==> src/common/lb_pkg.sv <==
// Purpose: Constants and carrier types for the line loopback and test pattern block
// Assumes: 50 MHz system clock, all line-side clocks sampled as plain inputs
// Notes: Register offsets are byte addresses on a 32-bit Avalon-MM slave
package lb_pkg;
  // Register byte offsets
  localparam logic [3:0] OFS_CONTROL = 4'h0;
  localparam logic [3:0] OFS_STATUS = 4'h4;
  localparam logic [3:0] OFS_CLEAR = 4'h8;
  // Control field positions
  localparam int CTL_LOCAL = 0;
  localparam int CTL_REMOTE = 1;
  localparam int CTL_ANALOG = 2;
  localparam int CTL_NETDET = 3;
  localparam int CTL_ALLONES = 4;
  localparam int CTL_PATLOW = 5;
  localparam int CTL_PATHIGH = 6;
  localparam int CTL_E1 = 7;
  localparam int CTL_UNIPOLAR = 8;
  localparam int CTL_DECODERS = 9;
  localparam int CTL_JITTER = 10;
  localparam int CTL_WIDTH = 11;
  localparam logic [CTL_WIDTH-1:0] CTL_RESET = 11'h000;
  // Status field positions
  localparam int ST_SYNC = 0;
  localparam int ST_SYNCCHG = 1;
  localparam int ST_NETLOOP = 2;
  localparam int ST_INT = 3;
  // Timing
  localparam longint SYS_HZ = 50_000_000;
  localparam longint LOOP_CODE_MS = 5000;
  localparam longint LOOP_CODE_CYCLES = (SYS_HZ / 1000) * LOOP_CODE_MS;
  localparam int CLK_ABSENT_NS = 2000;
  localparam int CLK_ABSENT_CYCLES = CLK_ABSENT_NS / 20;
  localparam int MCLK_DIV = 32;
  // Pattern generator constants
  localparam int MAX_ZEROS = 14;
  localparam int SYNC_WINDOW = 128;
  localparam int SYNC_ERRORS = 4;
  localparam logic [19:0] PRBS_SEED = 20'hFFFFF;
  localparam logic [4:0] CODE_UP = 5'h01;
  localparam logic [4:0] CODE_DOWN = 5'h01;
  localparam int CODE_UP_LEN = 5;
  localparam int CODE_DOWN_LEN = 3;
  // Pattern select encodings {high, low}
  localparam logic [1:0] PAT_OFF = 2'h0;
  localparam logic [1:0] PAT_UP = 2'h1;
  localparam logic [1:0] PAT_PRBS = 2'h2;
  localparam logic [1:0] PAT_DOWN = 2'h3;
  // Rail pair carrier
  typedef struct packed {
    logic pos;
    logic neg;
  } rail_s;
  // Network loop detector states
  typedef enum logic [1:0] {
    NET_IDLE = 2'b00,
    NET_ACTIVE = 2'b01
  } net_e;
endpackage

==> src/rtl/line_loopback_and_test_patterns.sv <==
// Purpose: Loopback steering, test pattern generation, error insertion and checks
// Assumes: transmit and recovered clocks arrive as pins and are edge-detected on sys_clk
// Notes: Jitter attenuator, encoders and the line analog path are outside this block
`timescale 1ns/1ps
module line_loopback_and_test_patterns
  import lb_pkg::*;
#(
  parameter longint LOOP_CODE_LIMIT = LOOP_CODE_CYCLES
) (
  input wire logic sys_clk,
  input wire logic reset,
  input wire logic [3:0] avs_address,
  input wire logic avs_read,
  input wire logic avs_write,
  input wire logic [31:0] avs_writedata,
  output logic [31:0] avs_readdata,
  output logic avs_waitrequest,
  input wire logic transmit_clock,
  input wire logic master_clock,
  input wire rail_s transmit_rail_inputs,
  input wire logic recovered_clock,
  input wire rail_s line_receiver_inputs,
  input wire logic logic_error_insert_pin,
  input wire logic violation_insert_pin,
  output rail_s line_driver_outputs,
  output logic line_clock_out,
  output rail_s receive_rail_outputs,
  output logic receive_clock_out,
  output logic violation_flag_pin,
  output logic jitter_in_loop,
  output logic prbs_interrupt_n
);

  ////////////////////////////////////////////////////////////////////////////
  // Input synchronisers, two flops on every outside signal
  logic [8:0] syncA; // First stage, read only by syncB
  logic [8:0] syncB; // Second stage
  logic [8:0] syncC; // Delayed copy for edge finding
  always_ff @(posedge sys_clk) begin
    if (reset) begin
      syncA <= '0;
      syncB <= '0;
      syncC <= '0;
    end else begin
      syncA <= {violation_insert_pin, logic_error_insert_pin, line_receiver_inputs,
                recovered_clock, transmit_rail_inputs, master_clock, transmit_clock};
      syncB <= syncA;
      syncC <= syncB;
    end
  end
  wire txClkS = syncB[0];
  wire txFall = !syncB[0] && syncC[0];
  wire txRise = syncB[0] && !syncC[0];
  wire mRise = syncB[1] && !syncC[1];
  rail_s txRail;
  assign txRail = syncB[3:2];
  wire rxPinRise = syncB[4] && !syncC[4];
  rail_s rxPin; // Synchronised line receiver inputs
  assign rxPin = syncB[6:5];
  wire errEdge = syncB[7] && !syncC[7];
  wire bpvEdge = syncB[8] && !syncC[8];

  ////////////////////////////////////////////////////////////////////////////
  // Register bus slave, single wait state on reads
  logic [CTL_WIDTH-1:0] control; // Software control bits
  logic readPending; // Read answered next cycle
  logic syncState, syncChanged, clearMask;
  net_e netState;
  wire wrCtl = avs_write && avs_address == OFS_CONTROL;
  wire wrClr = avs_write && avs_address == OFS_CLEAR;
  assign avs_waitrequest = avs_read && !readPending;
  always_ff @(posedge sys_clk) begin
    if (reset) begin
      control <= CTL_RESET;
      clearMask <= 1'b0;
    end else begin
      if (wrCtl) begin
        control <= avs_writedata[CTL_WIDTH-1:0];
      end
      if (wrClr) begin
        clearMask <= avs_writedata[ST_SYNCCHG];
      end
    end
  end
  // Read data register; unmapped addresses read zero
  always_ff @(posedge sys_clk) begin
    if (reset) begin
      readPending <= 1'b0;
      avs_readdata <= '0;
    end else begin
      readPending <= avs_read && !readPending;
      avs_readdata <= '0;
      if (avs_read && !readPending) begin
        unique case (avs_address)
          OFS_CONTROL: avs_readdata <= {21'h0, control};
          OFS_STATUS: avs_readdata <= {28'h0, !prbs_interrupt_n, netState == NET_ACTIVE,
                                       syncChanged, syncState};
          OFS_CLEAR: avs_readdata <= {30'h0, clearMask, 1'b0};
          default: avs_readdata <= '0;
        endcase
      end
    end
  end

  ////////////////////////////////////////////////////////////////////////////
  // Mode decoding
  wire analogOn = control[CTL_ANALOG];
  wire remoteOn = control[CTL_REMOTE] && !analogOn;
  wire localOn = control[CTL_LOCAL] && !analogOn;
  wire netOn = netState == NET_ACTIVE;
  wire retransmit = remoteOn || netOn;
  wire dualOn = retransmit && localOn;
  wire [1:0] patSel = {control[CTL_PATHIGH], control[CTL_PATLOW]};
  wire prbsOn = patSel == PAT_PRBS;
  wire codeOn = patSel == PAT_UP || patSel == PAT_DOWN;
  wire onesOn = control[CTL_ALLONES] && !retransmit;
  wire e1Mode = control[CTL_E1];
  assign jitter_in_loop = localOn && control[CTL_JITTER];

  ////////////////////////////////////////////////////////////////////////////
  // Transmit clock watchdog; master clock stands in when it stops
  logic [7:0] txIdle; // Cycles since last rising transmit edge
  always_ff @(posedge sys_clk) begin
    if (reset) begin
      txIdle <= '0;
    end else if (txRise) begin
      txIdle <= '0;
    end else if (txIdle != 8'(CLK_ABSENT_CYCLES)) begin
      txIdle <= txIdle + 8'h01;
    end
  end
  wire txAbsent = txIdle == 8'(CLK_ABSENT_CYCLES);
  wire bitTick = txAbsent ? mRise : txFall;
  // Analog loop: receiver sees our own line outputs once they stand
  logic tickDly; // Bit strobe delayed by one cycle
  always_ff @(posedge sys_clk) begin
    if (reset) begin
      tickDly <= 1'b0;
    end else begin
      tickDly <= bitTick;
    end
  end
  rail_s rxLine; // Receive data seen by the detectors
  assign rxLine = analogOn ? line_driver_outputs : rxPin;
  wire rxRise = analogOn ? tickDly : rxPinRise;

  ////////////////////////////////////////////////////////////////////////////
  // Pending error requests, held until the next usable bit
  logic errPend, bpvPend; // Requests waiting for a bit slot
  logic jammed; // Current bit is forced to one
  logic [19:0] prbs; // Shift register of the quasi-random source
  logic [3:0] zeroRun; // Zeros sent in a row
  logic [2:0] codePos; // Loop code bit position
  logic genBit; // Raw generated bit
  logic txBit; // Bit after errors
  always_ff @(posedge sys_clk) begin
    if (reset) begin
      errPend <= 1'b0;
      bpvPend <= 1'b0;
    end else begin
      // Set wins over the consume of the same cycle
      if (errEdge) begin
        errPend <= 1'b1;
      end else if (bitTick && !jammed) begin
        errPend <= 1'b0;
      end
      if (bpvEdge) begin
        bpvPend <= 1'b1;
      end else if (bitTick && (txBit || onesOn)) begin
        bpvPend <= 1'b0;
      end
    end
  end

  ////////////////////////////////////////////////////////////////////////////
  // Quasi-random source and loop code generator
  wire prbsFb = e1Mode ? (prbs[14] ^ prbs[13]) : (prbs[19] ^ prbs[16]);
  wire prbsRaw = e1Mode ? !prbs[14] : prbs[19];
  assign jammed = !e1Mode && zeroRun >= 4'(MAX_ZEROS) && !prbsRaw;
  always_comb begin
    genBit = 1'b1;
    if (prbsOn) begin
      genBit = prbsRaw || jammed;
    end else if (patSel == PAT_UP) begin
      genBit = CODE_UP[3'(CODE_UP_LEN - 1) - codePos];
    end else if (patSel == PAT_DOWN) begin
      genBit = CODE_DOWN[3'(CODE_DOWN_LEN - 1) - codePos];
    end
    txBit = genBit ^ (errPend && !jammed && (prbsOn || codeOn));
  end
  always_ff @(posedge sys_clk) begin
    if (reset || !(prbsOn || codeOn)) begin
      prbs <= PRBS_SEED;
      zeroRun <= '0;
      codePos <= '0;
    end else if (bitTick) begin
      prbs <= {prbs[18:0], prbsFb};
      zeroRun <= txBit ? 4'h0 : (zeroRun == 4'hF ? zeroRun : zeroRun + 4'h1);
      if (codePos == 3'((patSel == PAT_UP ? CODE_UP_LEN : CODE_DOWN_LEN) - 1)) begin
        codePos <= '0;
      end else begin
        codePos <= codePos + 3'h1;
      end
    end
  end

  ////////////////////////////////////////////////////////////////////////////
  // Transmit and receive steering
  logic markPol; // Alternating mark polarity
  always_ff @(posedge sys_clk) begin
    if (reset) begin
      line_driver_outputs <= '0;
      line_clock_out <= 1'b0;
      receive_rail_outputs <= '0;
      receive_clock_out <= 1'b0;
      markPol <= 1'b0;
    end else begin
      if (retransmit) begin
        line_driver_outputs <= rxLine;
        line_clock_out <= syncB[4];
      end else if (bitTick) begin
        line_clock_out <= !txAbsent || syncB[1];
        if (onesOn || prbsOn || codeOn) begin
          if (!(txBit || onesOn)) begin
            line_driver_outputs <= '0;
          end else if (bpvPend && !(onesOn && localOn)) begin
            // Violation repeats and keeps the last polarity, so only one mark breaks
            line_driver_outputs <= markPol ? 2'b10 : 2'b01;
          end else begin
            markPol <= !markPol;
            line_driver_outputs <= markPol ? 2'b01 : 2'b10;
          end
        end else begin
          line_driver_outputs <= txRail;
        end
      end else begin
        line_clock_out <= txAbsent ? syncB[1] : txClkS;
      end
      // Receive outputs
      if (analogOn) begin
        receive_rail_outputs <= line_driver_outputs;
        receive_clock_out <= line_clock_out;
      end else if (localOn) begin
        receive_rail_outputs <= (prbsOn || codeOn) ? {1'b0, txBit} : txRail;
        receive_clock_out <= txClkS;
      end else begin
        receive_rail_outputs <= rxLine;
        receive_clock_out <= syncB[4];
      end
    end
  end

  ////////////////////////////////////////////////////////////////////////////
  // Received violation reporting
  logic lastMarkNeg, rxPrevMark;
  always_ff @(posedge sys_clk) begin
    if (reset) begin
      violation_flag_pin <= 1'b0;
      lastMarkNeg <= 1'b0;
      rxPrevMark <= 1'b0;
    end else begin
      violation_flag_pin <= 1'b0;
      if (rxRise && (rxLine.pos || rxLine.neg)) begin
        rxPrevMark <= 1'b1;
        lastMarkNeg <= rxLine.neg;
        if (rxPrevMark && lastMarkNeg == rxLine.neg
            && (!control[CTL_DECODERS] || control[CTL_UNIPOLAR])) begin
          violation_flag_pin <= 1'b1;
        end
      end
    end
  end

  ////////////////////////////////////////////////////////////////////////////
  // Receive pattern detector with 128-bit error windows
  logic [19:0] rxShift; // Self-synchronising reference
  logic [6:0] winCount; // Bits in current window
  logic [7:0] winErr; // Errors in current window
  wire rxBit = rxLine.pos || rxLine.neg;
  wire rxData = e1Mode ? !rxBit : rxBit;
  wire rxExpect = e1Mode ? (rxShift[14] ^ rxShift[13]) : (rxShift[19] ^ rxShift[16]);
  always_ff @(posedge sys_clk) begin
    if (reset || !prbsOn) begin
      rxShift <= '0;
      winCount <= '0;
      winErr <= '0;
      syncState <= 1'b0;
    end else if (rxRise) begin
      rxShift <= {rxShift[18:0], rxData};
      winCount <= winCount + 7'h01;
      winErr <= winErr + 8'(rxExpect != rxData);
      if (winCount == 7'(SYNC_WINDOW - 1)) begin
        winErr <= '0;
        if (winErr < 8'(SYNC_ERRORS)) begin
          syncState <= 1'b1;
        end else if (winErr > 8'(SYNC_ERRORS)) begin
          syncState <= 1'b0;
        end
      end
    end
  end
  // Change flag: set wins over clear
  logic syncPrev;
  always_ff @(posedge sys_clk) begin
    if (reset) begin
      syncPrev <= 1'b0;
      syncChanged <= 1'b0;
    end else begin
      syncPrev <= syncState;
      if (syncPrev != syncState) begin
        syncChanged <= 1'b1;
      end else if (wrClr && avs_writedata[ST_SYNCCHG]) begin
        syncChanged <= 1'b0;
      end
    end
  end
  assign prbs_interrupt_n = !(syncChanged && !clearMask);

  ////////////////////////////////////////////////////////////////////////////
  // Network loop code detector, five-second persistence
  logic [4:0] codeHist; // Recent received bits
  logic [31:0] persist; // System cycles the code has held
  logic upSeen, downSeen;
  always_ff @(posedge sys_clk) begin
    if (reset) begin
      codeHist <= '0;
      upSeen <= 1'b0;
      downSeen <= 1'b0;
    end else if (rxRise) begin
      codeHist <= {codeHist[3:0], rxBit};
      upSeen <= {codeHist[3:0], rxBit} == CODE_UP || (upSeen && codeHist[4:0] != 5'h1F && rxBit == codeHist[4]);
      downSeen <= {codeHist[1:0], rxBit} == 3'h1 || (downSeen && rxBit == codeHist[2]);
    end
  end
  always_ff @(posedge sys_clk) begin
    if (reset || !control[CTL_NETDET] || remoteOn || analogOn) begin
      netState <= NET_IDLE;
      persist <= '0;
    end else begin
      unique case (netState)
        NET_IDLE: begin
          persist <= upSeen ? persist + 32'h1 : 32'h0;
          if (persist >= 32'(LOOP_CODE_LIMIT)) begin
            netState <= NET_ACTIVE;
            persist <= '0;
          end
        end
        NET_ACTIVE: begin
          persist <= downSeen ? persist + 32'h1 : 32'h0;
          if (persist >= 32'(LOOP_CODE_LIMIT)) begin
            netState <= NET_IDLE;
            persist <= '0;
          end
        end
      endcase
    end
  end

  ////////////////////////////////////////////////////////////////////////////
  // Assertions
  AST_ANALOG_WINS: assert property (@(posedge sys_clk) disable iff (reset)
    analogOn |-> !retransmit && !localOn) else $error("analog loop did not override");
  AST_RETX: assert property (@(posedge sys_clk) disable iff (reset)
    retransmit |=> line_driver_outputs == $past(rxLine)) else $error("line not retransmitted");
  AST_NET_GATE: assert property (@(posedge sys_clk) disable iff (reset)
    !control[CTL_NETDET] |=> netState == NET_IDLE) else $error("network loop without detection");
  AST_ONES_SUPP: assert property (@(posedge sys_clk) disable iff (reset)
    control[CTL_REMOTE] && !analogOn |-> !onesOn) else $error("all-ones not suppressed");
  AST_JAM: assert property (@(posedge sys_clk) disable iff (reset)
    prbsOn && !e1Mode && zeroRun >= 4'(MAX_ZEROS) |-> genBit) else $error("zero run not jammed");
  AST_FLAG_PULSE: assert property (@(posedge sys_clk) disable iff (reset)
    violation_flag_pin |=> !violation_flag_pin) else $error("violation flag too long");
  AST_SYNC_FLAG: assert property (@(posedge sys_clk) disable iff (reset)
    $changed(syncState) |-> ##1 syncChanged) else $error("sync change not flagged");
  AST_IRQ: assert property (@(posedge sys_clk) disable iff (reset)
    syncChanged && !clearMask |-> !prbs_interrupt_n) else $error("interrupt not raised");
endmodule

==> config.mk <==
export PLATFORM = sky130hd
export DESIGN_NAME = line_loopback_and_test_patterns
export DESIGN_NICKNAME = d
export VERILOG_FILES = /design/src/common/lb_pkg.sv /design/src/rtl/line_loopback_and_test_patterns.sv
export SDC_FILE = /design/constraint.sdc
export NUM_CORES = 1
export LEC_CHECK = 0
export BUFFER_PORTS_ARGS = -buffer_cell sky130_fd_sc_hd__buf_2
export CORE_ASPECT_RATIO = 0.8
export CORE_UTILIZATION = 45
export DETAILED_ROUTE_END_ITERATION = 6
export HOLD_SLACK_MARGIN = 0.06
export SYNTH_ARGS = -nofsm -noshare
export SYNTH_HDL_FRONTEND = slang
export SYNTH_SLANG_ARGS = --single-unit
==> constraint.sdc <==
create_clock -name sys_clk -period 2.9 [get_ports sys_clk]
set_input_delay 0.29 -clock sys_clk [delete_from_list [all_inputs] [get_ports sys_clk]]
set_output_delay 0.29 -clock sys_clk [all_outputs]
set_load 0.005 [all_outputs]
-- Yosys cells after proc, flatten, opt, wreduce, memory -nomap -nowiden
Memory sizes are Yosys's and may differ from the RTL's.
Index checks and enable logic that the tools add are counted.
- equality and inequality tests: 22
- mux-type cells: 50
- reduce and logical (&&, ||, !) cells: 83
- $lt $le $gt $ge: 6
- bitwise gates (word level): 9
- $add $sub $neg: 9
- operators by type and width (cell ; number):
    $mux W32 ; 4
    $pmux W32 S2 ; 1
    $pmux W11 S3 ; 1
    $add A32 B1 Y32 const B ; 1
    $ge A32 B28 Y1 const B ; 1
    $logic_and A1 B1 Y1 ; 29
    $mux W2 ; 13
    $mux W1 ; 25
    $logic_not A1 Y1 ; 23
    $logic_or A1 B1 Y1 ; 17
    $reduce_bool A2 Y1 ; 5
    $add A8 B1 Y8 ; 1
    $add A8 B1 Y8 const B ; 1
    $eq A4 B4 Y1 const B ; 2
    $eq A8 B7 Y1 const B ; 1
    $gt A8 B3 Y1 const B ; 1
    $lt A3 B4 Y1 const B ; 2
    $lt A8 B3 Y1 const B ; 1
    $mux W4 ; 2
    $mux W8 ; 1
    $ne A8 B7 Y1 const B ; 1
    $add A7 B1 Y7 const B ; 1
    $eq A7 B7 Y1 const B ; 1
    $mux W3 ; 2
    26 further kinds ; 42
- output and inout bits: 42
- ROM bits: 16
- register bits: 199
- bits of input ports: 49
- memories: 2
- logic and storage cells: 216
- memory list (memory ; words ; bits a word ; read ports ; clocked after memory_dff ; write ports ; RTL line ; RTL):
    (name not given) ; 8 ; 1 ; 1 ; 0 ; 0 ; line_loopback_and_test_patterns.sv:187 ; genBit = CODE_DOWN[3'(CODE_DOWN_LEN - 1) - codePos];
    (name not given) ; 8 ; 1 ; 1 ; 0 ; 0 ; line_loopback_and_test_patterns.sv:185 ; genBit = CODE_UP[3'(CODE_UP_LEN - 1) - codePos];

-- Longest topological paths before layout
Gate-level depths: netlist (run 1).
- depth after elaboration: 13
- gate-level depth with buffers: 9
- gate-level depth less buffers: 9

-- Worst setup path after synthesis (run 1)
OpenSTA, ideal clock, no wires.
- kind: register to register
- from: reg codePos[0]
- to: reg markPol
- data required time: 2.777 ns
- library setup time: 0.123 ns
- stages on the path, launching flop included: 10
- path buffers: 0
- arrival: 2.172 ns
- path slack: 0.605 ns
- clock period less this slack: 2.295 ns
- cells stage by stage: dfxtp_1 -> inv_1 -> ha_1 -> ha_1 -> nor2b_1 -> a311oi_4 -> a21oi_2 -> o32a_2 -> nand4b_1 -> mux2_1
- cells in the longest elaborated chain, start to end: 9
- elaborated cells on any way between the ends: 12
- classes of those cells: 2 x add/sub; 5 x mux; 1 x bitwise; 2 x reduce/logical; 2 x memory
- RTL lines (item ; RTL line ; RTL):
    from (decl) ; line_loopback_and_test_patterns.sv:153 ; logic [2:0] codePos;
    from (signal assigned) ; line_loopback_and_test_patterns.sv:202 ; codePos <= codePos + 3'h1;
    $sub A2 B3 Y3 ; line_loopback_and_test_patterns.sv:187 ;
    $mem_v2 Z8 W1 ; n/a ;
    $mux W1 (not written as such) ; line_loopback_and_test_patterns.sv:187 ;
    $mux W1 ; line_loopback_and_test_patterns.sv:186 ; end else if (patSel == PAT_DOWN) begin
    $mux W1 (*) ; line_loopback_and_test_patterns.sv:184 ; end else if (patSel == PAT_UP) begin
    $mux W1 (*) ; line_loopback_and_test_patterns.sv:182 ; if (prbsOn) begin
    $xor A1 B1 Y1 (*) ; line_loopback_and_test_patterns.sv:189 ; txBit = genBit ^ (errPend && !jammed && (prbsOn || codeOn));
    $logic_or A1 B1 Y1 (*) ; line_loopback_and_test_patterns.sv:224 ; if (!(txBit || onesOn)) begin
    $reduce_and A5 Y1 (no source line) (*) ; n/a ;
    to (signal assigned) ; line_loopback_and_test_patterns.sv:230 ; markPol <= !markPol;
    to (decl) ; line_loopback_and_test_patterns.sv:209 ; logic markPol;
Mark *: on every way between the ends. The rest lies on a longest branch, timed or not. The select of a mux whose other input is x is not followed.
A chain may end at the register's enable or synchronous reset.

-- Final worst setup path (run 1)
Ends and elaborated chain as after synthesis.

==> impl_metrics.json, run 1 <==
{
  "rows": 40,
  "synth-seq-cells": 173,
  "p_leak_nw": 3.09,
  "cp_slowest_cell": "a311oi_4",
  "grt_pass1_wl_um": 24600,
  "cp_common_cell": "ha_1",
  "cts_resized": 0,
  "area_growth_pct": 14.8,
  "r2r_cells": 9,
  "place.gp.congestion": 0.828,
  "drt-pass1-iter-count": 5,
  "crit_chain": "inv_1 -> ha_1 -> ha_1 -> nor2b_1 -> a311oi_4 -> a21oi_2 -> o32a_2 -> nand4b_1 -> mux2_1",
  "finalCritPeriodShare_pct": 88.0,
  "drt_iter0_markers": 353,
  "htree_levels": 4,
  "cts_made_buffers": 17,
  "setup_viol": 0,
  "max_cap_violations": 0,
  "portBuffers": 48,
  "cts_buffer_depth": 2,
  "slew_headroom_pct": 49.0,
  "ys.flop_type": "dfxtp_1",
  "r2r-end": "markPol$_SDFFE_PP0P_",
  "synth-warning-count": 0,
  "clk_pin_slew_ps": 70,
  "die_w_um": 143,
  "clock_sinks": 173,
  "total_power_mw": 5.09,
  "antenna_found_initial": 0,
  "critPathRequiredTime_ps": 3200,
  "reg2reg_slack_ps": 350,
  "fmax_ghz": 0.392,
  "nFillCells": 1389,
  "ant_nets": 0,
  "finalNonFillerCells": 1096,
  "cpPeakStageDelay_ps": 450,
  "grt_pass1_vias": 5266,
  "grt_usage_pct": 18.9,
  "final_net_count": 936,
  "n_antenna_cell": 0,
  "critical_path_class": "flip-flop to flip-flop",
  "status": "finished clean",
  "grt_overflow_total": 0,
  "drc": 0,
  "cts_root_buf": "clkbuf_16",
  "crit_fanout": 6,
  "crit_path_start": "codePos[0]$_SDFFE_PP0P_",
  "clk_latency_ps": 420,
  "dp_hpwl_um": 10100,
  "syn_inst": 822,
  "dr_total_vias": 5559,
  "worst_pin_slew_ps": 762,
  "wl_um": 14700,
  "post-cts-setup-buffers": 0,
  "worstHoldPathCells": 2,
  "detail_route.wl_per_cell_um": 13.4,
  "hp-class": "primary input to flip-flop",
  "core_region_area_um2": 15300,
  "ios": 91,
  "cp-start-kind": "flip-flop",
  "arrival_ps": 2850,
  "grt_setup_unrepaired": "no",
  "die_h_um": 115,
  "hold_viol": 0,
  "ys_async_sr_fraction_pct": 0,
  "ctsHoldBuffers": 0,
  "synth_edf_count": 0,
  "crit_path_end_kind": "flip-flop",
  "avgViaCountPerCell": 5.07,
  "ys_seq_area_share_pct": 48.4,
  "hold_end": "syncA[7]$_SDFF_PP0_",
  "place_inst": 1064,
  "fin_tns_setup_ps": 0,
  "irDropWorstVdd_mv": 0.415,
  "cts_tree": "done",
  "syn_area_um2": 7160,
  "drive_gt1_share_pct": 12.1,
  "crit_buf_inv": 1,
  "grt_start_max_net_pins": 33,
  "critPathTopFamily": "compound AO/OA/AOI/OAI gates",
  "dieArea_um2": 16400,
  "yosys.cell_types.count": 55,
  "fin_skew_ps": 9.22,
  "min_period_ps": 2550,
  "r2r-start": "codePos[0]$_SDFFE_PP0P_",
  "start_util_pct": 46.9,
  "avgSynthCellArea_um2": 8.71,
  "slew_viol_final": 0,
  "hold_path_startpoint": "logic_error_insert_pin",
  "power.density_nw_per_um2": 620
}
[worst register-to-register path, cell delays in order (launching register included)]
cell	delay (ps)
dfxtp_1	390
inv_1	110
ha_1	220
ha_1	170
nor2b_1	150
a311oi_4	450
a21oi_2	100
o32a_2	410
nand4b_1	110
mux2_1	320
[registers in the layout, summed over array words and instances, names as in the netlist, 2 cells and up]
name,count
persist,32
prbs,20
rxShift,20
avs_readdata,11
control,11
syncA,9
syncB,9
txIdle,8
winErr,8
winCount,7
codeHist,5
syncC,5
zeroRun,4
codePos,3
line_driver_outputs,2
receive_rail_outputs,2
[layer usage]
| metal | track usage [%] | vias up | part of all wire, % |
|---|---|---|---|
| li1 | - | 2826 | - |
| met1 | 25.8 | 2586 | 51 |
| met2 | 28.8 | 135 | 43 |
| met3 | 4.96 | 12 | 5.5 |
| met4 | 7.03 | 0 | 0.92 |
| met5 | 0 | - | 0 |
[cells by family (layout without fill, tap and decap cells)]
kind of cell | after synthesis | in the layout | synth area share (%)
other cells | 1 | 25 | 0.0524
mux | 24 | 24 | 3.41
simple gates | 375 | 375 | 24.7
flops | 173 | 173 | 48.4
xor+xnor | 52 | 52 | 6.36
buf+inv | 73 | 113 | 5.05
compound gates | 110 | 110 | 9.58
fa+ha+maj | 14 | 14 | 2.45
[layout by cell type (no fill, tap or decap), types with 13 or more instances in the layout]
cell,n
xor2_1,33
nand3_1,52
nor2_1,97
buf_2,48
buf_4,13
a21oi_1,50
o21ai_0,16
inv_1,19
dfxtp_1,173
nor2b_1,30
clkbuf_16,17
mux2i_1,20
nand2_1,125
conb_1,25
ha_1,14
xnor2_1,19
[worst max-delay path by stage]
stage	slack, ps	end	cells after the start
2_1_floorplan	600	markPol$_SDFFE_PP0P_	9
3_3_place_gp	470	markPol$_SDFFE_PP0P_	9
3_5_place_dp	380	markPol$_SDFFE_PP0P_	9
4_1_cts	370	markPol$_SDFFE_PP0P_	9
5_1_grt	240	markPol$_SDFFE_PP0P_	9
6_report	350	markPol$_SDFFE_PP0P_	9
[stage by stage]
step                      hold WS [ps]  setup WS (ps)  util [%]  instance area (µm²)
after CTS                         60.1            372      53.8                 8220
after floorplan                    414            605         -                 7250
final                             76.8            349      53.8                 8220
after global placement             423            469      49.6                 7570
after detailed placement           425            384      49.6                 7570
after global routing              80.2            238      53.8                 8220
[cell usage after synthesis (2+ instances only)]
library cell	instances	area share, %
nor3_1	10	0.70
xnor2_1	19	2.3
buf_1	3	0.16
nand4_1	10	0.87
buf_4	21	2.2
xor2_1	33	4.0
nor2b_1	30	2.6
o22ai_1	5	0.44
nand2b_1	6	0.52
or3_1	5	0.44
o211ai_1	3	0.31
nand4b_1	2	0.24
or2_2	3	0.26
clkbuf_1	22	1.2
buf_2	7	0.49
a21oi_1	51	3.6
a2111oi_2	2	0.42
and3_1	9	0.79
nor3b_1	4	0.42
nor3_2	2	0.28
a22oi_1	3	0.31
mux2_2	2	0.31
o41ai_1	2	0.24
nor2_1	97	5.1
and4_1	5	0.61
and2_1	4	0.35
a31oi_1	4	0.35
nor4_1	2	0.17
inv_1	19	1.0
or2_1	2	0.17
mux2i_1	21	2.9
nand3_1	52	3.6
ha_1	14	2.4
o31ai_1	2	0.21
o21ai_1	3	0.21
a211oi_1	7	0.73
nand2_1	125	6.6
a21o_1	4	0.42
nand3b_1	4	0.42
o21ai_0	16	1.1
dfxtp_1	173	48
[power by group]
group	switching (mW)	internal, mW	leakage (nW)	total (mW)
logic	0.101	0.0648	1.37	0.166
clock network	0.918	1.58	0.315	2.50
registers	0.0232	2.41	1.40	2.43
total	1.04	4.05	3.09	5.09
[area by class of cell]
class                   instances  area, µm²  area share, %
clock buffers                  22        464           5.65
clock inverters                10        185           2.25
inverters                      20       75.1          0.914
multi-input cells             600       3430           41.7
flip-flops and latches        173       3460           42.2
well taps                     210        263           3.20
repair buffers                 61        338           4.11
No activity file was read; power rests on OpenSTA's default activity.
==> run 2: changes to the inputs <==
- clock period: 2.9 -> 3.2 ns (I/O delays scaled with it)
==> impl_metrics.json, run 2 (same netlist as run 1, synthesis figures left out) <==
{
  "status": "finished clean",
  "crit_path_end_kind": "flip-flop",
  "r2r_cells": 9,
  "largest-register": "persist",
  "die_w_um": 143,
  "hold_path_startpoint": "line_receiver_inputs[1]",
  "worst_pin_slew_ps": 1050,
  "cts_tree": "done",
  "grtUsageMet3_pct": 5.12,
  "globalRouteMet1Util_pct": 27.0,
  "cts_buffer_depth": 2,
  "fin_tns_setup_ps": 0,
  "crit_chain": "inv_1 -> ha_1 -> ha_1 -> nor2b_1 -> a311oi_4 -> a21oi_2 -> o32a_2 -> nand4b_1 -> mux2_1",
  "cp-start-kind": "flip-flop",
  "rows": 40,
  "ctsHoldBuffers": 0,
  "fin_skew_ps": 6.21,
  "dp_hpwl_um": 9860,
  "avgViaCountPerCell": 4.95,
  "ios": 91,
  "detail_route.wl_per_cell_um": 13.0,
  "r2r-end": "markPol$_SDFFE_PP0P_",
  "max_cap_violations": 0,
  "slew_headroom_pct": 29.6,
  "crit_fanout": 6,
  "wl_um": 14300,
  "r2r-start": "codePos[0]$_SDFFE_PP0P_",
  "start_util_pct": 46.9,
  "core_region_area_um2": 15300,
  "slew_viol_final": 0,
  "met2_usage_pct": 28.1,
  "antenna_found_initial": 0,
  "reg2reg_slack_ps": 710,
  "dr_total_vias": 5413,
  "worstHoldPathCells": 2,
  "drt_iter0_markers": 383,
  "cp_common_cell": "ha_1",
  "critPathRequiredTime_ps": 3500,
  "finalCritPeriodShare_pct": 77.7,
  "grt_usage_pct": 18.9,
  "final_net_count": 934,
  "clk_pin_slew_ps": 60,
  "post-cts-setup-buffers": 0,
  "grt_pass1_wl_um": 24500,
  "hold_viol": 0,
  "largest_reg_flops": 32,
  "clock_sinks": 173,
  "drt-pass1-iter-count": 4,
  "min_period_ps": 2490,
  "power.density_nw_per_um2": 550,
  "grt_start_max_net_pins": 59,
  "cts_resized": 0,
  "dieArea_um2": 16400,
  "htree_levels": 4,
  "die_h_um": 115,
  "irDropWorstVdd_mv": 0.345,
  "ant_nets": 0,
  "layout_common_cells": "dfxtp_1 (173), nand2_1 (125), nor2_1 (97)",
  "hp-class": "primary input to flip-flop",
  "top_regs": "persist: 32 flops, prbs: 20 flops, rxShift: 20 flops",
  "mostFrequentLayoutCell": "dfxtp_1",
  "cts_made_buffers": 17,
  "cts_root_buf": "clkbuf_16",
  "n_antenna_cell": 0,
  "utilization_pct": 53.5,
  "hold_end": "syncA[6]$_SDFF_PP0_",
  "setup_viol": 0,
  "drc": 0,
  "critical_path_class": "flip-flop to flip-flop",
  "portBuffers": 48,
  "arrival_ps": 2790,
  "p_leak_nw": 3.07,
  "grt_setup_unrepaired": "no",
  "grt_pass1_vias": 5017,
  "place.gp.congestion": 0.797,
  "cp_slowest_cell": "a311oi_4",
  "drive_gt1_share_pct": 12.1,
  "cpPeakStageDelay_ps": 440,
  "grt_busiest_layer": "met2",
  "fmax_ghz": 0.402,
  "clk_latency_ps": 420,
  "area_growth_pct": 14.2,
  "grt_overflow_total": 0
}
[run 2: cell count changes in the layout (fill, tap and decap cells not counted)]
cell / change
clkinv_2: +2
bufinv_16: -2
clkbuf_1: -2
buf_4: -2
clkbuf_8: +2
[run 2: worst max path at each step]
stage,to,start,slack [ps]
detailed placement,markPol$_SDFFE_PP0P_,codePos[0]$_SDFFE_PP0P_,720
floorplan,markPol$_SDFFE_PP0P_,codePos[0]$_SDFFE_PP0P_,900
CTS,markPol$_SDFFE_PP0P_,codePos[0]$_SDFFE_PP0P_,690
global placement,markPol$_SDFFE_PP0P_,codePos[0]$_SDFFE_PP0P_,750
global route,line_driver_outputs[1]$_SDFFE_PP0P_,txIdle[0]$_SDFFE_PP0N_,490
finish,markPol$_SDFFE_PP0P_,codePos[0]$_SDFFE_PP0P_,710
[run 2: critical path: cells and delay by family, from the launching register on]
kind                     cells  cell delay, ps
multiplexers                 1             320
AND/OR/NAND/NOR              2             260
AO/OA/AOI/OAI                3             940
buffers and inverters        1             100
flip-flops                   1             370
adder cells (fa/ha/maj)      2             370
[run 2: power breakdown]
part | total (mW) | switching (mW) | internal [mW]
Combinational | 0.149 | 0.0903 | 0.0589
Clock | 2.14 | 0.830 | 1.31
Sequential | 2.20 | 0.0217 | 2.18
Total | 4.49 | 0.942 | 3.55
[run 2: final cells by class]
class / instances / area (µm²)
fillers: 1388 / 7090
multi-input cells: 600 / 3430
repair buffers: 59 / 323
clock buffers: 22 / 484
inverters: 20 / 75.1
flip-flops and latches: 173 / 3460
well taps: 210 / 263
clock inverters: 10 / 135
[run 2: through the flow]
stage | std cells | hold slack [ps] | setup slack (ps) | power, mW | area [µm²]
after detailed placement | 1062 | 430 | 717 | 2.40 | 7550
after floorplan | 846 | 414 | 905 | 2.36 | 7250
final | 1094 | 113 | 715 | 4.49 | 8170
after global routing | 1094 | 103 | 493 | 4.66 | 8170
after global placement | 1062 | 428 | 745 | 2.39 | 7550
after CTS | 1094 | 98.4 | 692 | 4.53 | 8170
[run 2: routing by layer]
layer,part of all wire (%),wire [µm]
met5,0,0
met3,4.3,614
met2,42,5940
met4,0.78,112
met1,53,7600
